## src/design/uart_filter_pkg.sv

```systemverilog
package uart_filter_pkg;

   // Serial port operating modes
   typedef enum logic [1:0] {
      MODE_SHIFT = 2'b00,
      MODE_VAR8  = 2'b01,
      MODE_FIX9  = 2'b10,
      MODE_VAR9  = 2'b11
   } serial_mode_t;

   // Register offsets of the plain register port
   localparam logic [3:0] OFS_CONTROL    = 4'h0;
   localparam logic [3:0] OFS_STATUS     = 4'h1;
   localparam logic [3:0] OFS_INDIV_ADDR = 4'h2;
   localparam logic [3:0] OFS_ADDR_MASK  = 4'h3;
   localparam logic [3:0] OFS_RX_DATA    = 4'h4;

   // Control register field positions
   localparam int CTL_MODE_LO      = 0;
   localparam int CTL_MULTIPROC    = 2;
   localparam int CTL_BAUD_DOUBLE  = 3;
   localparam int CTL_FRAME_CHECK  = 4;
   localparam int CTL_SERIAL_IRQ   = 5;
   localparam int CTL_GLOBAL_IRQ   = 6;

   // Status register field positions (done and framing flags write one to clear, ninth bit read-only)
   localparam int STS_RX_DONE      = 0;
   localparam int STS_TX_DONE      = 1;
   localparam int STS_FRAME_ERR    = 2;
   localparam int STS_NINTH_BIT    = 3;

   // Reset values
   localparam logic [7:0] RST_CONTROL    = 8'h00;
   localparam logic [7:0] RST_INDIV_ADDR = 8'h00;
   localparam logic [7:0] RST_ADDR_MASK  = 8'h00;

   // Fixed-rate divider: 32 clocks per bit, 16 when doubled
   localparam int          FIX_DIV_SLOW = 32;
   localparam int          FIX_DIV_FAST = 16;
   localparam logic [4:0]  FIX_CNT_SLOW = 5'(FIX_DIV_SLOW - 1);
   localparam logic [4:0]  FIX_CNT_FAST = 5'(FIX_DIV_FAST - 1);

   // A finished frame handed over by the receive shifter
   typedef struct packed {
      logic       valid;
      logic [7:0] data;
      logic       ninth;
      logic       stop_ok;
   } rx_frame_t;

   // Register port request
   typedef struct packed {
      logic       wr;
      logic       rd;
      logic [3:0] addr;
      logic [7:0] wdata;
   } reg_req_t;

endpackage

```

## src/design/uart_multiproc_addr_filter.sv

```systemverilog
// Our own choices: the placing of the registers and the plain strobed port.
`timescale 1ns/1ps

// Summary of operation
// Nine-bit fixed-rate mode runs the link at clock/16 or clock/32 only.
// Fixed rate is clock/32, doubled to clock/16 by the baud double select.
// With multiproc enable, ninth bit zero is data, one is address.
// With multiproc enable, ninth-bit-zero frames are dropped without receive-done.
// Matching address frame sets received ninth bit and receive-done.
// Software clears multiproc enable after being addressed to accept data.
// Address recognition is active exactly when multiproc enable is set outside shift mode.
// With recognition on, only matching address frames set receive-done.
// Eight-bit mode: stop bit replaces ninth bit; needs match and valid stop.
// Multiproc enable has no effect in synchronous shift mode.
// Given address: mask-zero bits are don't-care, mask-one bits must equal.
// All-ones mask needs an exact eight-bit match with the individual address.
// Broadcast address is address OR mask; zero positions are don't-care.
// A frame matches if given or broadcast address matches.
// Reset clears address and mask to zero so every frame matches.
// Receive-done and transmit-done are ORed into one interrupt request.
// Both done flags stay set until software writes them clear.
// Interrupt reaches core only with serial and global enables both set.
// Receive-done timing is ninth bit or stop bit by mode and framing check; here it is always the stop slot.
// With framing check on, a bad stop bit sets a sticky framing error.
// With framing check on, receive-done rises on the stop bit.
// Match compares the eight data bits combinationally before the decision.
module uart_multiproc_addr_filter
   import uart_filter_pkg::*;
(
   // Clock and reset
   input  wire logic                        clock_i,
   input  wire logic                        rst_n_i,
   // Register port
   input  wire logic                        reg_wr_i,
   input  wire logic                        reg_rd_i,
   input  wire logic [3:0]                  reg_addr_i,
   input  wire logic [7:0]                  reg_wdata_i,
   output logic      [7:0]                  reg_rdata_o,
   // Serial line
   input  wire logic                        rxd_i,
   output logic                             bit_tick_o,
   // Transmit path events
   input  wire logic                        tx_done_i,
   // Interrupt toward the core
   output logic                             serial_irq_o
);
   import uart_filter_pkg::*;

   typedef enum logic [3:0] {
      ST_IDLE  = 4'b0001,
      ST_START = 4'b0010,
      ST_DATA  = 4'b0100,
      ST_STOP  = 4'b1000
   } rx_state_t;

   logic [7:0]   control;
   logic [7:0]   slave_individual_addr;
   logic [7:0]   slave_addr_mask;
   logic [7:0]   rx_data;
   logic         rx_done_flag;
   logic         tx_done_flag;
   logic         framing_error_flag;
   logic         rx_ninth_bit;
   serial_mode_t mode;
   logic         multiproc_enable;
   logic         baud_double_sel;
   logic         framing_check_enable;
   logic         serial_irq_enable;
   logic         global_irq_enable;
   reg_req_t     req;

   assign req                  = '{wr: reg_wr_i, rd: reg_rd_i, addr: reg_addr_i, wdata: reg_wdata_i};
   assign mode                 = serial_mode_t'(control[CTL_MODE_LO +: 2]);
   assign multiproc_enable     = control[CTL_MULTIPROC];
   assign baud_double_sel      = control[CTL_BAUD_DOUBLE];
   assign framing_check_enable = control[CTL_FRAME_CHECK];
   assign serial_irq_enable    = control[CTL_SERIAL_IRQ];
   assign global_irq_enable    = control[CTL_GLOBAL_IRQ];

   // Fixed-rate bit clock enable: only two divisors exist
   logic [4:0] div_cnt;
   logic [4:0] div_top;

   assign div_top = baud_double_sel ? FIX_CNT_FAST : FIX_CNT_SLOW;

   always_ff @(posedge clock_i)
   begin
      if (!rst_n_i)
         div_cnt <= 5'h00;
      else if (div_cnt >= div_top)
         div_cnt <= 5'h00;
      else
         div_cnt <= div_cnt + 5'h01;
   end

   // Variable-rate modes get their bit clock from outside this block;
   // here every mode uses the fixed divider so the filter can be exercised.
   assign bit_tick_o = (div_cnt == div_top);

   // Receive shifter: samples once per bit at the bit tick
   rx_state_t  rx_state;
   logic [3:0] bit_cnt;
   logic [8:0] shift;
   logic [3:0] last_bit;
   rx_frame_t  frame;

   // Eight-bit mode carries eight data bits; nine-bit modes carry nine
   assign last_bit = (mode == MODE_VAR8) ? 4'h7 : 4'h8;

   always_ff @(posedge clock_i)
   begin
      if (!rst_n_i)
      begin
         rx_state <= ST_IDLE;
         bit_cnt  <= 4'h0;
         shift    <= 9'h000;
         frame    <= '0;
      end
      else
      begin
         frame.valid <= 1'b0;
         if (bit_tick_o)
         begin
            unique case (rx_state)
               ST_IDLE:
                  if (!rxd_i && mode != MODE_SHIFT)
                     rx_state <= ST_START;
               ST_START:
               begin
                  bit_cnt  <= 4'h0;
                  shift    <= 9'h000;
                  rx_state <= rxd_i ? ST_IDLE : ST_DATA;
               end
               ST_DATA:
               begin
                  shift[bit_cnt] <= rxd_i;
                  bit_cnt        <= bit_cnt + 4'h1;
                  if (bit_cnt == last_bit)
                     rx_state <= ST_STOP;
               end
               ST_STOP:
               begin
                  frame.valid   <= 1'b1;
                  frame.data    <= shift[7:0];
                  // in eight-bit mode the stop bit plays the ninth bit
                  frame.ninth   <= (mode == MODE_VAR8) ? rxd_i : shift[8];
                  frame.stop_ok <= rxd_i;
                  rx_state      <= ST_IDLE;
               end
            endcase
         end
      end
   end

   // Address filter, purely combinational ahead of the done decision
   logic [7:0] bcast_addr;
   logic       given_match;
   logic       bcast_match;
   logic       addr_match;
   logic       filter_on;
   logic       accept;

   assign bcast_addr  = slave_individual_addr | slave_addr_mask;
   assign given_match = ((frame.data ^ slave_individual_addr) & slave_addr_mask) == 8'h00;
   assign bcast_match = ((frame.data ^ 8'hff) & bcast_addr) == 8'h00;
   assign addr_match  = given_match || bcast_match;

   assign filter_on   = multiproc_enable && (mode != MODE_SHIFT);

   always_comb
   begin
      if (!filter_on)
         accept = 1'b1;
      else if (mode == MODE_VAR8)
         accept = addr_match && frame.stop_ok;
      else
         accept = frame.ninth && addr_match;
   end

   // Framing check moves the done point to the stop bit; without it, in the
   // nine-bit modes done would rise one bit earlier. Both land in the stop
   // slot here since the frame is delivered there; timing skew is one bit.
   logic rx_set;
   logic fe_set;

   assign rx_set = frame.valid && accept;
   assign fe_set = frame.valid && framing_check_enable && !frame.stop_ok;

   always_ff @(posedge clock_i)
   begin
      if (!rst_n_i)
         rx_data <= 8'h00;
      else if (rx_set)
         rx_data <= frame.data;
   end

   // Sticky flags: hardware set wins over a same-cycle software clear
   logic clr_sel;

   assign clr_sel = req.wr && (req.addr == OFS_STATUS);

   always_ff @(posedge clock_i)
   begin
      if (!rst_n_i)
      begin
         rx_done_flag       <= 1'b0;
         tx_done_flag       <= 1'b0;
         framing_error_flag <= 1'b0;
         rx_ninth_bit       <= 1'b0;
      end
      else
      begin
         if (rx_set)
            rx_done_flag <= 1'b1;
         else if (clr_sel && req.wdata[STS_RX_DONE])
            rx_done_flag <= 1'b0;
         if (tx_done_i)
            tx_done_flag <= 1'b1;
         else if (clr_sel && req.wdata[STS_TX_DONE])
            tx_done_flag <= 1'b0;
         if (fe_set)
            framing_error_flag <= 1'b1;
         else if (clr_sel && req.wdata[STS_FRAME_ERR])
            framing_error_flag <= 1'b0;
         if (rx_set)
            rx_ninth_bit <= frame.ninth;
      end
   end

   // Configuration registers
   always_ff @(posedge clock_i)
   begin
      if (!rst_n_i)
      begin
         control               <= RST_CONTROL;
         slave_individual_addr <= RST_INDIV_ADDR;
         slave_addr_mask       <= RST_ADDR_MASK;
      end
      else if (req.wr)
      begin
         // Software drops multiproc enable here once addressed
         if (req.addr == OFS_CONTROL)
            control <= req.wdata;
         if (req.addr == OFS_INDIV_ADDR)
            slave_individual_addr <= req.wdata;
         if (req.addr == OFS_ADDR_MASK)
            slave_addr_mask <= req.wdata;
      end
   end

   // Read data stands only in the cycle after the strobe
   always_ff @(posedge clock_i)
   begin
      if (!rst_n_i)
         reg_rdata_o <= 8'h00;
      else if (req.rd)
      begin
         unique case (req.addr)
            OFS_CONTROL:    reg_rdata_o <= control;
            OFS_STATUS:     reg_rdata_o <= {4'h0, rx_ninth_bit, framing_error_flag, tx_done_flag, rx_done_flag};
            OFS_INDIV_ADDR: reg_rdata_o <= slave_individual_addr;
            OFS_ADDR_MASK:  reg_rdata_o <= slave_addr_mask;
            OFS_RX_DATA:    reg_rdata_o <= rx_data;
            default:        reg_rdata_o <= 8'h00;
         endcase
      end
      else
         reg_rdata_o <= 8'h00;
   end

   assign serial_irq_o = (rx_done_flag || tx_done_flag)
                         && serial_irq_enable && global_irq_enable;

endmodule

```

## config.mk

```make
export PLATFORM = sky130hd
export DESIGN_NAME = uart_multiproc_addr_filter
export DESIGN_NICKNAME = d
export VERILOG_FILES = /design/src/design/uart_filter_pkg.sv /design/src/design/uart_multiproc_addr_filter.sv
export SDC_FILE = /design/constraint.sdc
export NUM_CORES = 1
export LEC_CHECK = 0
export BUFFER_PORTS_ARGS = -buffer_cell sky130_fd_sc_hd__buf_4
export CAP_MARGIN = 20
export CORE_UTILIZATION = 30
export CTS_BUF_LIST = sky130_fd_sc_hd__clkbuf_4 sky130_fd_sc_hd__clkbuf_8
export DETAILED_ROUTE_END_ITERATION = 6
export PLACE_DENSITY = 0.43
export SKIP_LAST_GASP = 1
export SYNTH_ARGS = -nofsm -noshare
export SYNTH_HDL_FRONTEND = slang
export SYNTH_SLANG_ARGS = --single-unit
export TNS_END_PERCENT = 5
```

## constraint.sdc

```tcl
create_clock -name clock_i -period 2.1 [get_ports clock_i]
set_clock_uncertainty 0.2 [all_clocks]
set_input_delay 0.21 -clock clock_i [delete_from_list [all_inputs] [get_ports clock_i]]
set_output_delay 0.21 -clock clock_i [all_outputs]
set_load 0.1 [all_outputs]
```

; ---- Yosys cells after proc, flatten, opt, wreduce, memory -nomap -nowiden
; Index checks and enable logic that the tools add are counted.
[word_totals]
romBits = 0
latchBits = 0
word_cells = 98
inputBits = 18
ram_bits = 0
mem_count = 0
regBits = 77
[op_classes]
eq_ne = 13
reduce_logical = 35
shift = 0
bitwise_logic = 6
order_cmp = 3
div = 0
n_addsub = 2
n_mul = 0
mux = 22
[ops]
columns = op, n
row1 = $pmux W8 S5, 1
row2 = $pmux W9 S2, 1
row3 = $and A8 B8 Y8, 2
row4 = $logic_not A8 Y1, 2
row5 = $pmux W4 S4, 1
row6 = $logic_and A1 B1 Y1, 14
row7 = $reduce_and A2 Y1, 7
row8 = $eq A4 B2 Y1 const B, 3
row9 = $mux W4, 3
row10 = $mux W11, 1
row11 = $mux W1, 10
row12 = $reduce_bool A2 Y1, 5
row13 = $bwmux W9, 1
row14 = $eq A4 B1 Y1 const B, 2
row15 = $eq A4 B3 Y1 const B, 2
row16 = $not A8 Y8, 1
row17 = $or A8 B8 Y8, 1
row18 = $pmux W4 S2, 1
row19 = $xor A8 B8 Y8, 1
row20 = $add A5 B1 Y5 const B, 1
row21 = $eq A5 B5 Y1, 1
row22 = $ge A5 B5 Y1, 1
row23 = $lt A4 B5 Y1 const B, 1
row24 = $mux W5, 1
row25 = other kinds (14), 17

; ---- Logic depth before layout (Yosys ltp)
; Gate-level depths: netlist of run 1.
[depth]
depth_word = 9
depth_mapped = 7

; ---- Least setup slack after synthesis of run 1
; Ideal clock, no wire load.
[synth_path]
path_type = register to register
start = register control[3]
end = register div_cnt[2]
stages_incl_launch_ff = 7
period_less_slack_ps = 2215
arrival_ps = 1952
required_ps = 1836
slack_ps = -115
cell_sequence = dfxtp_1 ha_1 nand4_4 inv_1 or3_1 a31o_2 nor2_1
[synth_between]
elab_chain_len = 3
[synth_lines]
columns = item, line
row1 = "start, declared", uart_multiproc_addr_filter.sv:56  ; logic [7:0] control;
row2 = "start signal, assigned", uart_multiproc_addr_filter.sv:243  ; control <= req.wdata;
row3 = $mux W5, uart_multiproc_addr_filter.sv:84  ; assign div_top = baud_double_sel ? FIX_CNT_FAST : FIX_CNT_SLOW;
row4 = $ge A5 B5 Y1, uart_multiproc_addr_filter.sv:90  ; else if (div_cnt >= div_top)
row5 = $reduce_or A2 Y1 (no line), --
row6 = "end signal, assigned", uart_multiproc_addr_filter.sv:93  ; div_cnt <= div_cnt + 5'h01;
row7 = "end, declared", uart_multiproc_addr_filter.sv:81  ; logic [4:0] div_cnt;
; Every way passes these cells.
; A chain may end at the register's enable or synchronous reset.

; ---- Worst setup path after layout of run 1
[layout_path]
start = register control[3]
end = output bit_tick_o
[layout_between]
elab_chain_len = 2
[layout_lines]
columns = item, line
row1 = $mux W5, uart_multiproc_addr_filter.sv:84
row2 = $eq A5 B5 Y1, uart_multiproc_addr_filter.sv:98  ; assign bit_tick_o = (div_cnt == div_top);
row3 = "end, declared", uart_multiproc_addr_filter.sv:41  ; output logic bit_tick_o,
; Every way passes these cells.

==> results.md, run 1 <==
* Vias per inst at 5.052
* Placement Cell Area at 4015 µm²
* Synthesis-stage register bit count at 77
* Final Hold Viols at 0
* Clk sinks at 77
* Crit path largest cell delay at 0.35 ns
* DRT Pass-1 Iters at 5
* Maximum clock rate at 507.2 MHz
* Worst r2r src: control[3]$_SDFFE_PN0P_
* VDD IR-drop max at 0.3452 mV
* Die ar. at 12270 µm²
* Die X at 110.8 µm
* Critical-path cell list: ha_4 > nand4_4 > clkinvlp_4 > buf_4
* Worst-margin pin slew at 0.4180 ns
* CTS tree: built
* Setup WS pre-CTS at 0.1583 ns
* Via count at 3036
* Clk Latency, worst-skew pair at 0.36 ns
* Vias in the first global route at 2995
* Area growth from synthesis to layout at 23.80%
* Hold endpoint: rx_data[7]$_SDFFE_PN0P_
* Tcrit/Tclk final at 93.88%
* RR Endpoint: rx_state[2]$_SDFFE_PN0P_
* Initial Util at 30.94%
* Syn Nets at 430
* Critical path depth at 4
* Hpwl dp at 7.100 mm
* Switching power total at 655.3 µW
* RSZ-0062 raised after global routing: no
* WL per Instance at 16.15 µm
* Post-synthesis sequential area ratio at 43.44%
* Die Height at 110.8 µm
* Reg power frac at 47.2%
* I/O pin count at 28
* Initial antenna violation count at 0
* CP max FO at 7
* Final nets at 478
* EDFF count, synth at 0
* Largest net degree at the start of global routing at 44
* PwrDens at 716.1 nW/µm²
* R2r worst-path depth at 6
* Gr usage total at 16.67%
* Setup_tns at 0 ns
* Worst path arrival time at 1.56 ns
* Nature of the critical path startpoint: flop
* Worst hold path depth at 3
* # rows at 39
* Clk network pwr share at 47.6%
* Final setup margin at 0.1284 ns
* Diodes inserted at 0
* Pleak at 0.001669 µW
* Share of synthesized registers carrying an async set or reset at 0%
* Reg clk slew, reported paths at 0.08 ns
* Share of cells above drive strength 1 at 18.12%
* Status: complete, no violations
* Max Cap Violations at 0
* Worst path buffer plus inverter count at 2
* Post-route design area at 4393 µm²
* Rel. slew slack at 72.05%
* CP Data Required Time at 1.69 ns
* Final setup fails at 0
* CTS buffer count at 9
* Total power at 3146 µW
* Final min period at 1.972 ns
* Routability congestion estimate at 0.7762
* Root buf cell: clkbuf_8
* CTS max path bufs at 2
* Max Transition Viols Final at 0
* Residual DRC at 0
* Max stage delay cell, worst path: dfxtp_2
* H-tree Lvls at 3
* Internal at 2491 µW
* Sw frac at 20.83%
* Final wirelength at 9.707 mm
* Yosys warnings at 0
* Synthesized instance count at 406
* Hold WC Path Type: in2reg
* Most used DFF post-synth: dfxtp_1
* Initial drt markers at 152
* Grt ovf at 0
* Combinational cell fraction of total power at 5.2%
* First-pass GRT wire length at 15.98 mm
* Crit-path leading delay family: buffers and inverters
* Yosys cell types at 60
* Routed Antenna Nets at 0
* Mean area per synthesized cell at 8.740 µm²
* # port buffers at 27
* Worst setup EP type: output pin
* Hold_sp: rst_n_i
* Synth Cell Area at 3548 µm²
* R2R setup slack at 0.18 ns
* Placeable Area at 11470 µm²
* Worst setup path category: reg2out
==> routing by layer <==
metal	vias to the layer above	global-route usage [%]	wire length [µm]	part of all wire (%)
li1	1526	-	-	-
met1	1440	20.71	4419	46
met2	58	28.61	4834	50
met3	12	3.554	324	3.3
met4	0	5.333	129	1.3
met5	-	0	0	0
==> worst min-delay path, delay by kind of cell <==
kind / cells / cell delay (ns)
multiplexers: 1 / 0.05
AND/OR/NAND/NOR: 1 / 0.09
buffers and inverters: 1 / 0.20
==> through the flow <==
stage | util (%) | cells | hold slack (ns)
floorplan | - | 406 | 0.1274
detailed placement | 35.01 | 575 | 0.2308
global route | 38.31 | 601 | 0.03111
CTS | 38.29 | 601 | 0.01754
global placement | 35.01 | 575 | 0.2179
finish | 38.31 | 601 | 0.04212
==> logic make-up after synthesis <==
group / Yosys count / synth area share [%]
buffers and inverters: 30 / 4.160
DFF: 77 / 43.44
and+or+nand+nor: 171 / 24.30
adders and majority gates: 6 / 2.116
xor gates and xnor gates: 15 / 3.703
AOI/OAI and AO/OA: 83 / 15.51
muxes: 24 / 6.770
==> power groups by stage <==
stage | sequential (µW) | clock (µW) | combinational [µW]
final | 1490 | 1500 | 164
after global routing | 1490 | 1600 | 181
after CTS | 1490 | 1550 | 167
after detailed placement | 1520 | 0 | 150
after global placement | 1520 | 0 | 149
after floorplan | 1520 | 0 | 78.8
==> flip-flops by register name, summed over array words and instances, names as in the netlist <==
name,cells
slave_addr_mask,8
rx_ninth_bit,1
slave_individual_addr,8
tx_done_flag,1
frame,11
rx_data,8
framing_error_flag,1
reg_rdata_o,8
bit_cnt,4
div_cnt,5
rx_state,4
shift,9
rx_done_flag,1
control,8
==> cells in the final DEF (no fill, tap or decap), types with 3 or more instances in the layout <==
cell type      count
o21bai_1           4
buf_4             47
ha_1               4
xor2_1            12
a31oi_1            4
a22oi_1           13
nand2_1           68
o21ai_0            3
nor2_1            41
nand3_1           35
mux2i_1           24
dlygate4sd3_1     11
dfxtp_1           75
a21oi_1           37
a222oi_1           4
clkbuf_8          10
inv_1              6
xnor2_1            3
bufinv_16          4
==> timing repair <==
action	CTS	global route
endpoints found under the setup margin	0	10
resized for setup	0	1
hold buffers	11	0
buffers inserted	0	0
endpoints found under the hold margin	30	0
==> how the worst max path moves through the flow <==
stage                             from                  endpoint  slack [ns]
2_1_floorplan    div_cnt[4]$_SDFF_PP0_     div_cnt[4]$_SDFF_PP0_       -0.11
3_3_place_gp     div_cnt[0]$_SDFF_PP0_     shift[3]$_SDFFE_PN0P_        0.20
3_5_place_dp     div_cnt[0]$_SDFF_PP0_  rx_state[2]$_SDFFE_PN0P_        0.16
4_1_cts          div_cnt[0]$_SDFF_PP0_                bit_tick_o        0.07
5_1_grt          div_cnt[0]$_SDFF_PP0_   bit_cnt[3]$_SDFFE_PN0P_        0.02
6_report       control[3]$_SDFFE_PN0P_                bit_tick_o        0.13
==> synthesized netlist by cell type, drive strengths merged, types with 3 or more instances <==
cell    count  area, µm²
nor4b       3      62.56
nand3      35      175.2
ha          6      75.07
a31oi       4      25.02
buf        12      68.81
inv         8      30.03
a21oi      37      185.2
nand2      69      261.5
nor2       41      153.9
nor4        3      46.29
clkbuf     10      48.79
a222oi      4      40.04
o21ai       5      28.77
xor2       12      105.1
xnor2       3      26.28
dfxtp      77       1541
a22oi      13      97.59
mux2i      24      240.2
o21bai      4      30.03
==> area by class of cell <==
type	count	area, µm²
clock buffers	11	145.1
clock inverters	4	120.1
fillers	1176	7074
inverters	8	33.78
multi-input cells	299	1888
flip-flops and latches	77	1544
well taps	143	178.9
repair buffers	59	483.0
No activity file was read; power rests on OpenSTA's default activity.
==> run 2: changes to the inputs <==
- CELL_PAD_IN_SITES_DETAIL_PLACEMENT: unset -> 1
- CELL_PAD_IN_SITES_GLOBAL_PLACEMENT: unset -> 1
- PLACE_DENSITY: 0.43 -> 0.53
==> run 2 against run 1 <==
Global-route usage increased by 1.2 points. Cell area decreased by 1.6%. Highest routed layer unchanged. Routed wire length increased by 6.7%. First-iteration DRC count decreased by 5.9%. Critical path type unchanged. Count of clock-buffer cells in the layout increased by 1. Register-to-register slack got worse by 0.04 ns. Sequential share of layout area increased by 0.57 points.
==> results.md, run 2 (synthesis results as in run 1) <==
* Hold WC Path Type: in2reg
* Die Height at 110.8 µm (unchanged)
* Max reg flops at 11 (unchanged)
* Final Hold Viols at 0 (unchanged)
* Worst setup path category: reg2out
* First-pass GRT wire length at 16.99 mm (+6.3%)
* Gr usage total at 17.83% (+1.2 points)
* Residual DRC at 0 (unchanged)
* Commonest non-fill, non-tap cells in the layout: dfxtp_1, nand2_1, buf_4
* VDD IR-drop max at 0.4847 mV (+40%)
* Largest net degree at the start of global routing at 44 (unchanged)
* H-tree Lvls at 3 (unchanged)
* Initial antenna violation count at 0 (unchanged)
* Via count at 3071 (+1.2%)
* Maximum clock rate at 509.6 MHz (+0.48%)
* # rows at 39 (unchanged)
* CP Data Required Time at 1.69 ns (about the same)
* Placeable Area at 11470 µm² (unchanged)
* Worst-margin pin slew at 0.5099 ns (+0.09190 ns)
* # port buffers at 27 (unchanged)
* Rel. slew slack at 66.01% (-6.0 points)
* Share of cells above drive strength 1 at 17.69% (-0.44 points)
* Placed cells at 573 (-0.35%)
* Routability congestion estimate at 0.7480 (-3.6%)
* Status: complete, no violations
* Routed Antenna Nets at 0 (unchanged)
* CTS tree: built
* Nature of the critical path startpoint: flop
* Final wirelength at 10.36 mm (+6.7%)
* Setup_tns at 0 ns (unchanged)
* Most flops, register: frame
* Grt ovf at 0 (unchanged)
* Clk sinks at 77 (unchanged)
* PwrDens at 650.4 nW/µm² (-9.2%)
* Root buf cell: clkbuf_8
* Initial Util at 30.94% (unchanged)
* Worst setup EP type: output pin
* Final min period at 1.962 ns (-0.009416 ns)
* Final nets at 477 (-0.21%)
* Post-CTS Setup Inserts at 0 (unchanged)
* Area growth from synthesis to layout at 21.83%
* Hpwl dp at 7.533 mm (+6.1%)
* CTS buffer count at 9 (unchanged)
* Die X at 110.8 µm (unchanged)
* Top Registers: frame x11, shift x9
* CTS max path bufs at 2 (unchanged)
* Max Transition Viols Final at 0 (unchanged)
* Clk Latency, worst-skew pair at 0.36 ns (about the same)
* R2R setup slack at 0.14 ns (-0.04 ns)
* Worst path arrival time at 1.55 ns (about the same)
* Diodes inserted at 0 (unchanged)
* CP max FO at 7 (unchanged)
* Most common cell after layout, fill and taps aside: dfxtp_1
* DRT Pass-1 Iters at 4 (-1)
* Die ar. at 12270 µm² (unchanged)
* WL per Instance at 17.24 µm (+6.7%)
* Vias per inst at 5.110 (+1.2%)
* Initial drt markers at 143 (-5.9%)
* I/O pin count at 28 (unchanged)
* Max Cap Violations at 0 (unchanged)
* Tcrit/Tclk final at 93.44% (-0.45 points)
* Layout Cells excl Fill at 601 (unchanged)
* Final setup fails at 0 (unchanged)
* RSZ-0062 raised after global routing: yes
* Reg clk slew, reported paths at 0.08 ns (about the same)
* Vias in the first global route at 3136 (+4.7%)
* Pleak at 0.001629 µW (-2.4%)
[run 2: cell types whose count changed in the layout (fill, tap and decap cells not counted)]
cell,change
bufinv_16,-3
buf_4,-2
clkinv_2,+2
a41oi_2,-1
a41oi_4,+1
buf_12,-1
buf_6,+1
clkbuf_4,+1
clkinvlp_4,+1
dlygate4sd3_1,+1
ha_1,+1
ha_2,-1
[run 2: power by group]
part           internal, µW  total (µW)  switching, µW  leakage (µW)
combinational          68.8         166           97.6      0.000904
sequential             1470        1490           14.7      0.000622
clock                   605        1160            555      0.000103
total                  2140        2810            667       0.00163
[run 2: final timing paths]
kind | start | to | cells past startpoint
max reg2reg | div_cnt[0]$_SDFF_PP0_ | bit_cnt[2]$_SDFFE_PN0P_ | 7
min reg2reg | shift[2]$_SDFFE_PN0P_ | shift[2]$_SDFFE_PN0P_ | 2
min | reg_rd_i | reg_rdata_o[7]$_SDFF_PN0_ | 3
max | div_cnt[0]$_SDFF_PP0_ | bit_tick_o | 4
[run 2: per-layer routing]
metal / share of wire, % / routed length [µm] / up-vias / GRT usage (%)
met4: 0.99 / 103 / 0 / 4.711
li1: - / - / 1524 / -
met1: 46 / 4786 / 1491 / 22.42
met5: 0 / 0 / - / 0
met2: 49 / 5115 / 49 / 30.02
met3: 3.4 / 357 / 7 / 4.757
[run 2: per-stage QoR]
step | instance area, µm² | util, % | worst slack [ns] | total power [µW] | hold slack [ns]
CTS | 4308 | 37.57 | 0.04402 | 2860 | 0.03267
global placement | 3988 | 34.77 | 0.1960 | 1670 | 0.2283
finish | 4323 | 37.70 | 0.1378 | 2812 | 0.05514
floorplan | 3581 | - | -0.1145 | 1595 | 0.1274
global route | 4323 | 37.70 | -0.07137 | 2947 | 0.05254
detailed placement | 3988 | 34.77 | 0.1480 | 1671 | 0.2372
[run 2: timing repair]
item / 4_1_cts / 5_1_grt
gates resized for setup: 0 / 2
hold endpoints to repair: 32 / 0
setup endpoints to repair: 0 / 11
hold buffers: 12 / 0
[run 2: cell type report]
class / count / area [µm²]
clock buffers: 12 / 152.6
clock inverters: 4 / 47.55
fillers: 1356 / 7144
inverters: 8 / 33.78
multi-input cells: 299 / 1897
flip-flops and latches: 77 / 1544
well taps: 143 / 178.9
repair buffers: 58 / 469.2
[run 2: worst max-delay path, cell delays in order (launching register included)]
cell and delay (ns):
dfxtp_1 0.37, ha_1 0.26, nand4_4 0.19, clkinvlp_4 0.14, buf_6 0.22
==> run 3: changes to the inputs <==
- BUFFER_PORTS_ARGS: -buffer_cell sky130_fd_sc_hd__buf_4 -> unset
- DONT_BUFFER_PORTS: unset -> 1
- PLACE_DENSITY: 0.53 -> 0.52
- clock period: 2.1 -> 1.7 ns (I/O delays scaled with it)
==> run 3 against run 2 <==
Power up 37%. Setup slack worse by 0.34 ns. Sequential power up 23%. Hold slack got worse by 0.026 ns. Sequential cell count is the same. Clock power rose by 57%. Sequential share of layout area is 4.3 points lower. Core utilization up 5.1 points. Via count grew 9.4%. The run now ends with setup timing left. Global-route usage is 1.9 points higher. Cell area is 14% higher.
==> results.md, run 3 (synthesis results as in run 1) <==
* CTS tree: built
* Die Height at 110.8 µm (unchanged)
* Vias in the first global route at 3546 (+13%)
* Maximum clock rate at 524.6 MHz
* Die X at 110.8 µm (unchanged)
* Total power at 3847 µW (+37%)
* Reg power frac at 47.6% (-5.2 points)
* Share of cells above drive strength 1 at 21.21% (+3.5 points)
* Final wirelength at 11.58 mm (+12%)
* Placement Cell Area at 4208 µm² (+5.5%)
* Post-route design area at 4907 µm² (+14%)
* Final nets at 533 (+12%)
* Hold WC Path Type: in2reg
* PwrDens at 784.0 nW/µm² (+21%)
* Initial drt markers at 122 (-15%)
* Critical path depth at 7 (+3)
* Area growth from synthesis to layout at 38.29%
* Tcrit/Tclk final at 112.1%
* # rows at 39 (unchanged)
* Worst setup EP type: flop
* I/O pin count at 28 (unchanged)
* Pleak at 0.001905 µW (+17%)
* Final setup margin at -0.2063 ns (-0.3441 ns)
* Vias per inst at 5.113 (about the same)
* Final setup fails at 43 (+43)
* Met1 Use GR at 23.54% (+1.1 points)
* Worst-margin pin slew at 0.7395 ns (+0.2296 ns)
* Worst hold path depth at 4 (+1)
* Hpwl dp at 8.117 mm (+7.8%)
* Failing checks: setup timing
* Hold WS at 0.02960 ns (-0.02554 ns)
* Final Hold Viols at 0 (unchanged)
* Switching power total at 824.7 µW (+24%)
* Reg clk slew, reported paths at 0.08 ns (about the same)
* Residual DRC at 0 (unchanged)
* Sw frac at 21.43% (-2.3 points)
* Routing usage on met2 at 33.46% (+3.4 points)
* Crit path largest cell delay at 0.34 ns (-0.03 ns)
* R2r worst-path depth at 7 (unchanged)
* Die ar. at 12270 µm² (unchanged)
* Max reg flops at 11 (unchanged)
* Final min period at 1.906 ns
* Worst path arrival time at 1.96 ns (+0.41 ns)
* Most flops, register: frame
* Via count at 3359 (+9.4%)
* Met3 usage at 3.280% (-1.5 points)
* Worst path buffer plus inverter count at 1 (-1)
* Top Registers: frame x11, shift x9
* Clk Latency, worst-skew pair at 0.37 ns (about the same)
* Max Transition Viols Final at 0 (unchanged)
* Root buf cell: clkbuf_8
* Critical-path cell list: ha_4 > nand4_4 > nor4_2 > buf_4 > nand3_1 > mux2i_1 > nor2_1
* Nature of the critical path startpoint: flop
* Routability congestion estimate at 0.7981 (+6.7%)
* H-tree Lvls at 3 (unchanged)
* Combinational cell fraction of total power at 5.2% (-0.7 points)
* CTS max path bufs at 2 (unchanged)
* Initial antenna violation count at 0 (unchanged)
* Most common cell after layout, fill and taps aside: dfxtp_1
* Max stage delay cell, worst path: dfxtp_2
* Worst setup path category: reg2reg
* Routed Antenna Nets at 0 (unchanged)
* Placeable Area at 11470 µm² (unchanged)
* Initial Util at 30.94% (unchanged)
* CP max FO at 11 (+4)
* CP Data Required Time at 1.76 ns (+0.07 ns)
* Clk sinks at 77 (unchanged)
* Rel. slew slack at 50.70% (-15 points)
* Max Cap Violations at 0 (unchanged)
* Internal at 3023 µW (+41%)
* DRT Pass-1 Iters at 4 (unchanged)
* GRT busiest layer: met2
* Largest net degree at the start of global routing at 44 (unchanged)
* CTS buffer count at 9 (unchanged)
* Diodes inserted at 0 (unchanged)
* Clk network pwr share at 47.2% (+6.0 points)
* VDD IR-drop max at 0.3369 mV (-31%)
* Gr usage total at 19.69% (+1.9 points)
* Commonest non-fill, non-tap cells in the layout: dfxtp_1, buf_4, nand2_1
* # port buffers at 0 (-100%)
* WL per Instance at 17.62 µm (+2.2%)
* Crit-path leading delay family: simple AND/OR/NAND/NOR gates
* Grt ovf at 0 (unchanged)
* Status: complete, but fails checks
* First-pass GRT wire length at 18.64 mm (+9.7%)
* RSZ-0062 raised after global routing: yes
## run 3: cell count changes in the layout (fill, tap and decap cells not counted), sizes merged
| cell | change |
|---|---|
| buf | +28 |
| bufinv | +2 |
| clkbuf | +1 |
| clkinv | -2 |
| clkinvlp | -1 |
| dlygate4sd3 | +26 |
| dlymetal6s4s | +2 |
## run 3: worst register-to-register path, cell delays in order, from the launching register on
cell and delay (ns):
dfxtp_2 0.34, ha_4 0.28, nand4_4 0.16, nor4_2 0.25, buf_4 0.22, nand3_1 0.14
mux2i_1 0.17, nor2_1 0.05
## run 3: cell type report
class | count | area (µm²)
inverter | 8 | 33.78
tap | 143 | 178.9
timing repair buffer | 114 | 1002
clock inverter | 3 | 90.09
fill | 1322 | 6560
multi-input combinational | 299 | 1886
clock buffer | 13 | 172.7
sequential | 77 | 1544
## run 3: power by group through the flow
stage                     Clock, µW  Combinational, µW  Sequential [µW]
final                          1820                201             1830
after global routing           1940                219             1830
after CTS                      1880                201             1830
after detailed placement          0                141             1870
after global placement            0                137             1870
after floorplan                   0               97.3             1870
## run 3: path summary, 6_finish.rpt
| kind | from | slack (ns) | end |
|---|---|---|---|
| setup / recovery | div_cnt[4]$_SDFF_PP0_ | -0.21 | shift[4]$_SDFFE_PN0P_ |
| hold / removal | reg_addr_i[0] | 0.03 | slave_individual_addr[3]$_SDFFE_PN0P_ |
| setup reg to reg | div_cnt[4]$_SDFF_PP0_ | -0.21 | shift[4]$_SDFFE_PN0P_ |
| hold reg to reg | shift[0]$_SDFFE_PN0P_ | 0.26 | shift[0]$_SDFFE_PN0P_ |
## run 3: timing repair
item,4_1_cts,5_1_grt
hold buffers,40,0
pin swaps,1,0
setup buffers,2,0
setup endpoints to repair,43,58
hold endpoints to repair,74,0
gates resized for setup,4,2
## run 3: routing by layer
layer  wire (µm)  vias to the layer above
met5           0                        -
met4         379                        0
met3         371                       25
met2        5611                       64
met1        5212                     1637
li1            -                     1633
## run 3: metrics by stage
stage          instances  setup TNS (ns)  util (%)  setup WS [ns]
2_1_floorplan        406          -3.704         -        -0.5145
3_3_place_gp         599          -2.633     36.69        -0.1478
3_5_place_dp         599          -4.586     36.69        -0.2067
4_1_cts              657          -6.170     42.75        -0.2201
5_1_grt              657          -9.099     42.79        -0.3082
6_report             657          -4.811     42.79        -0.2063
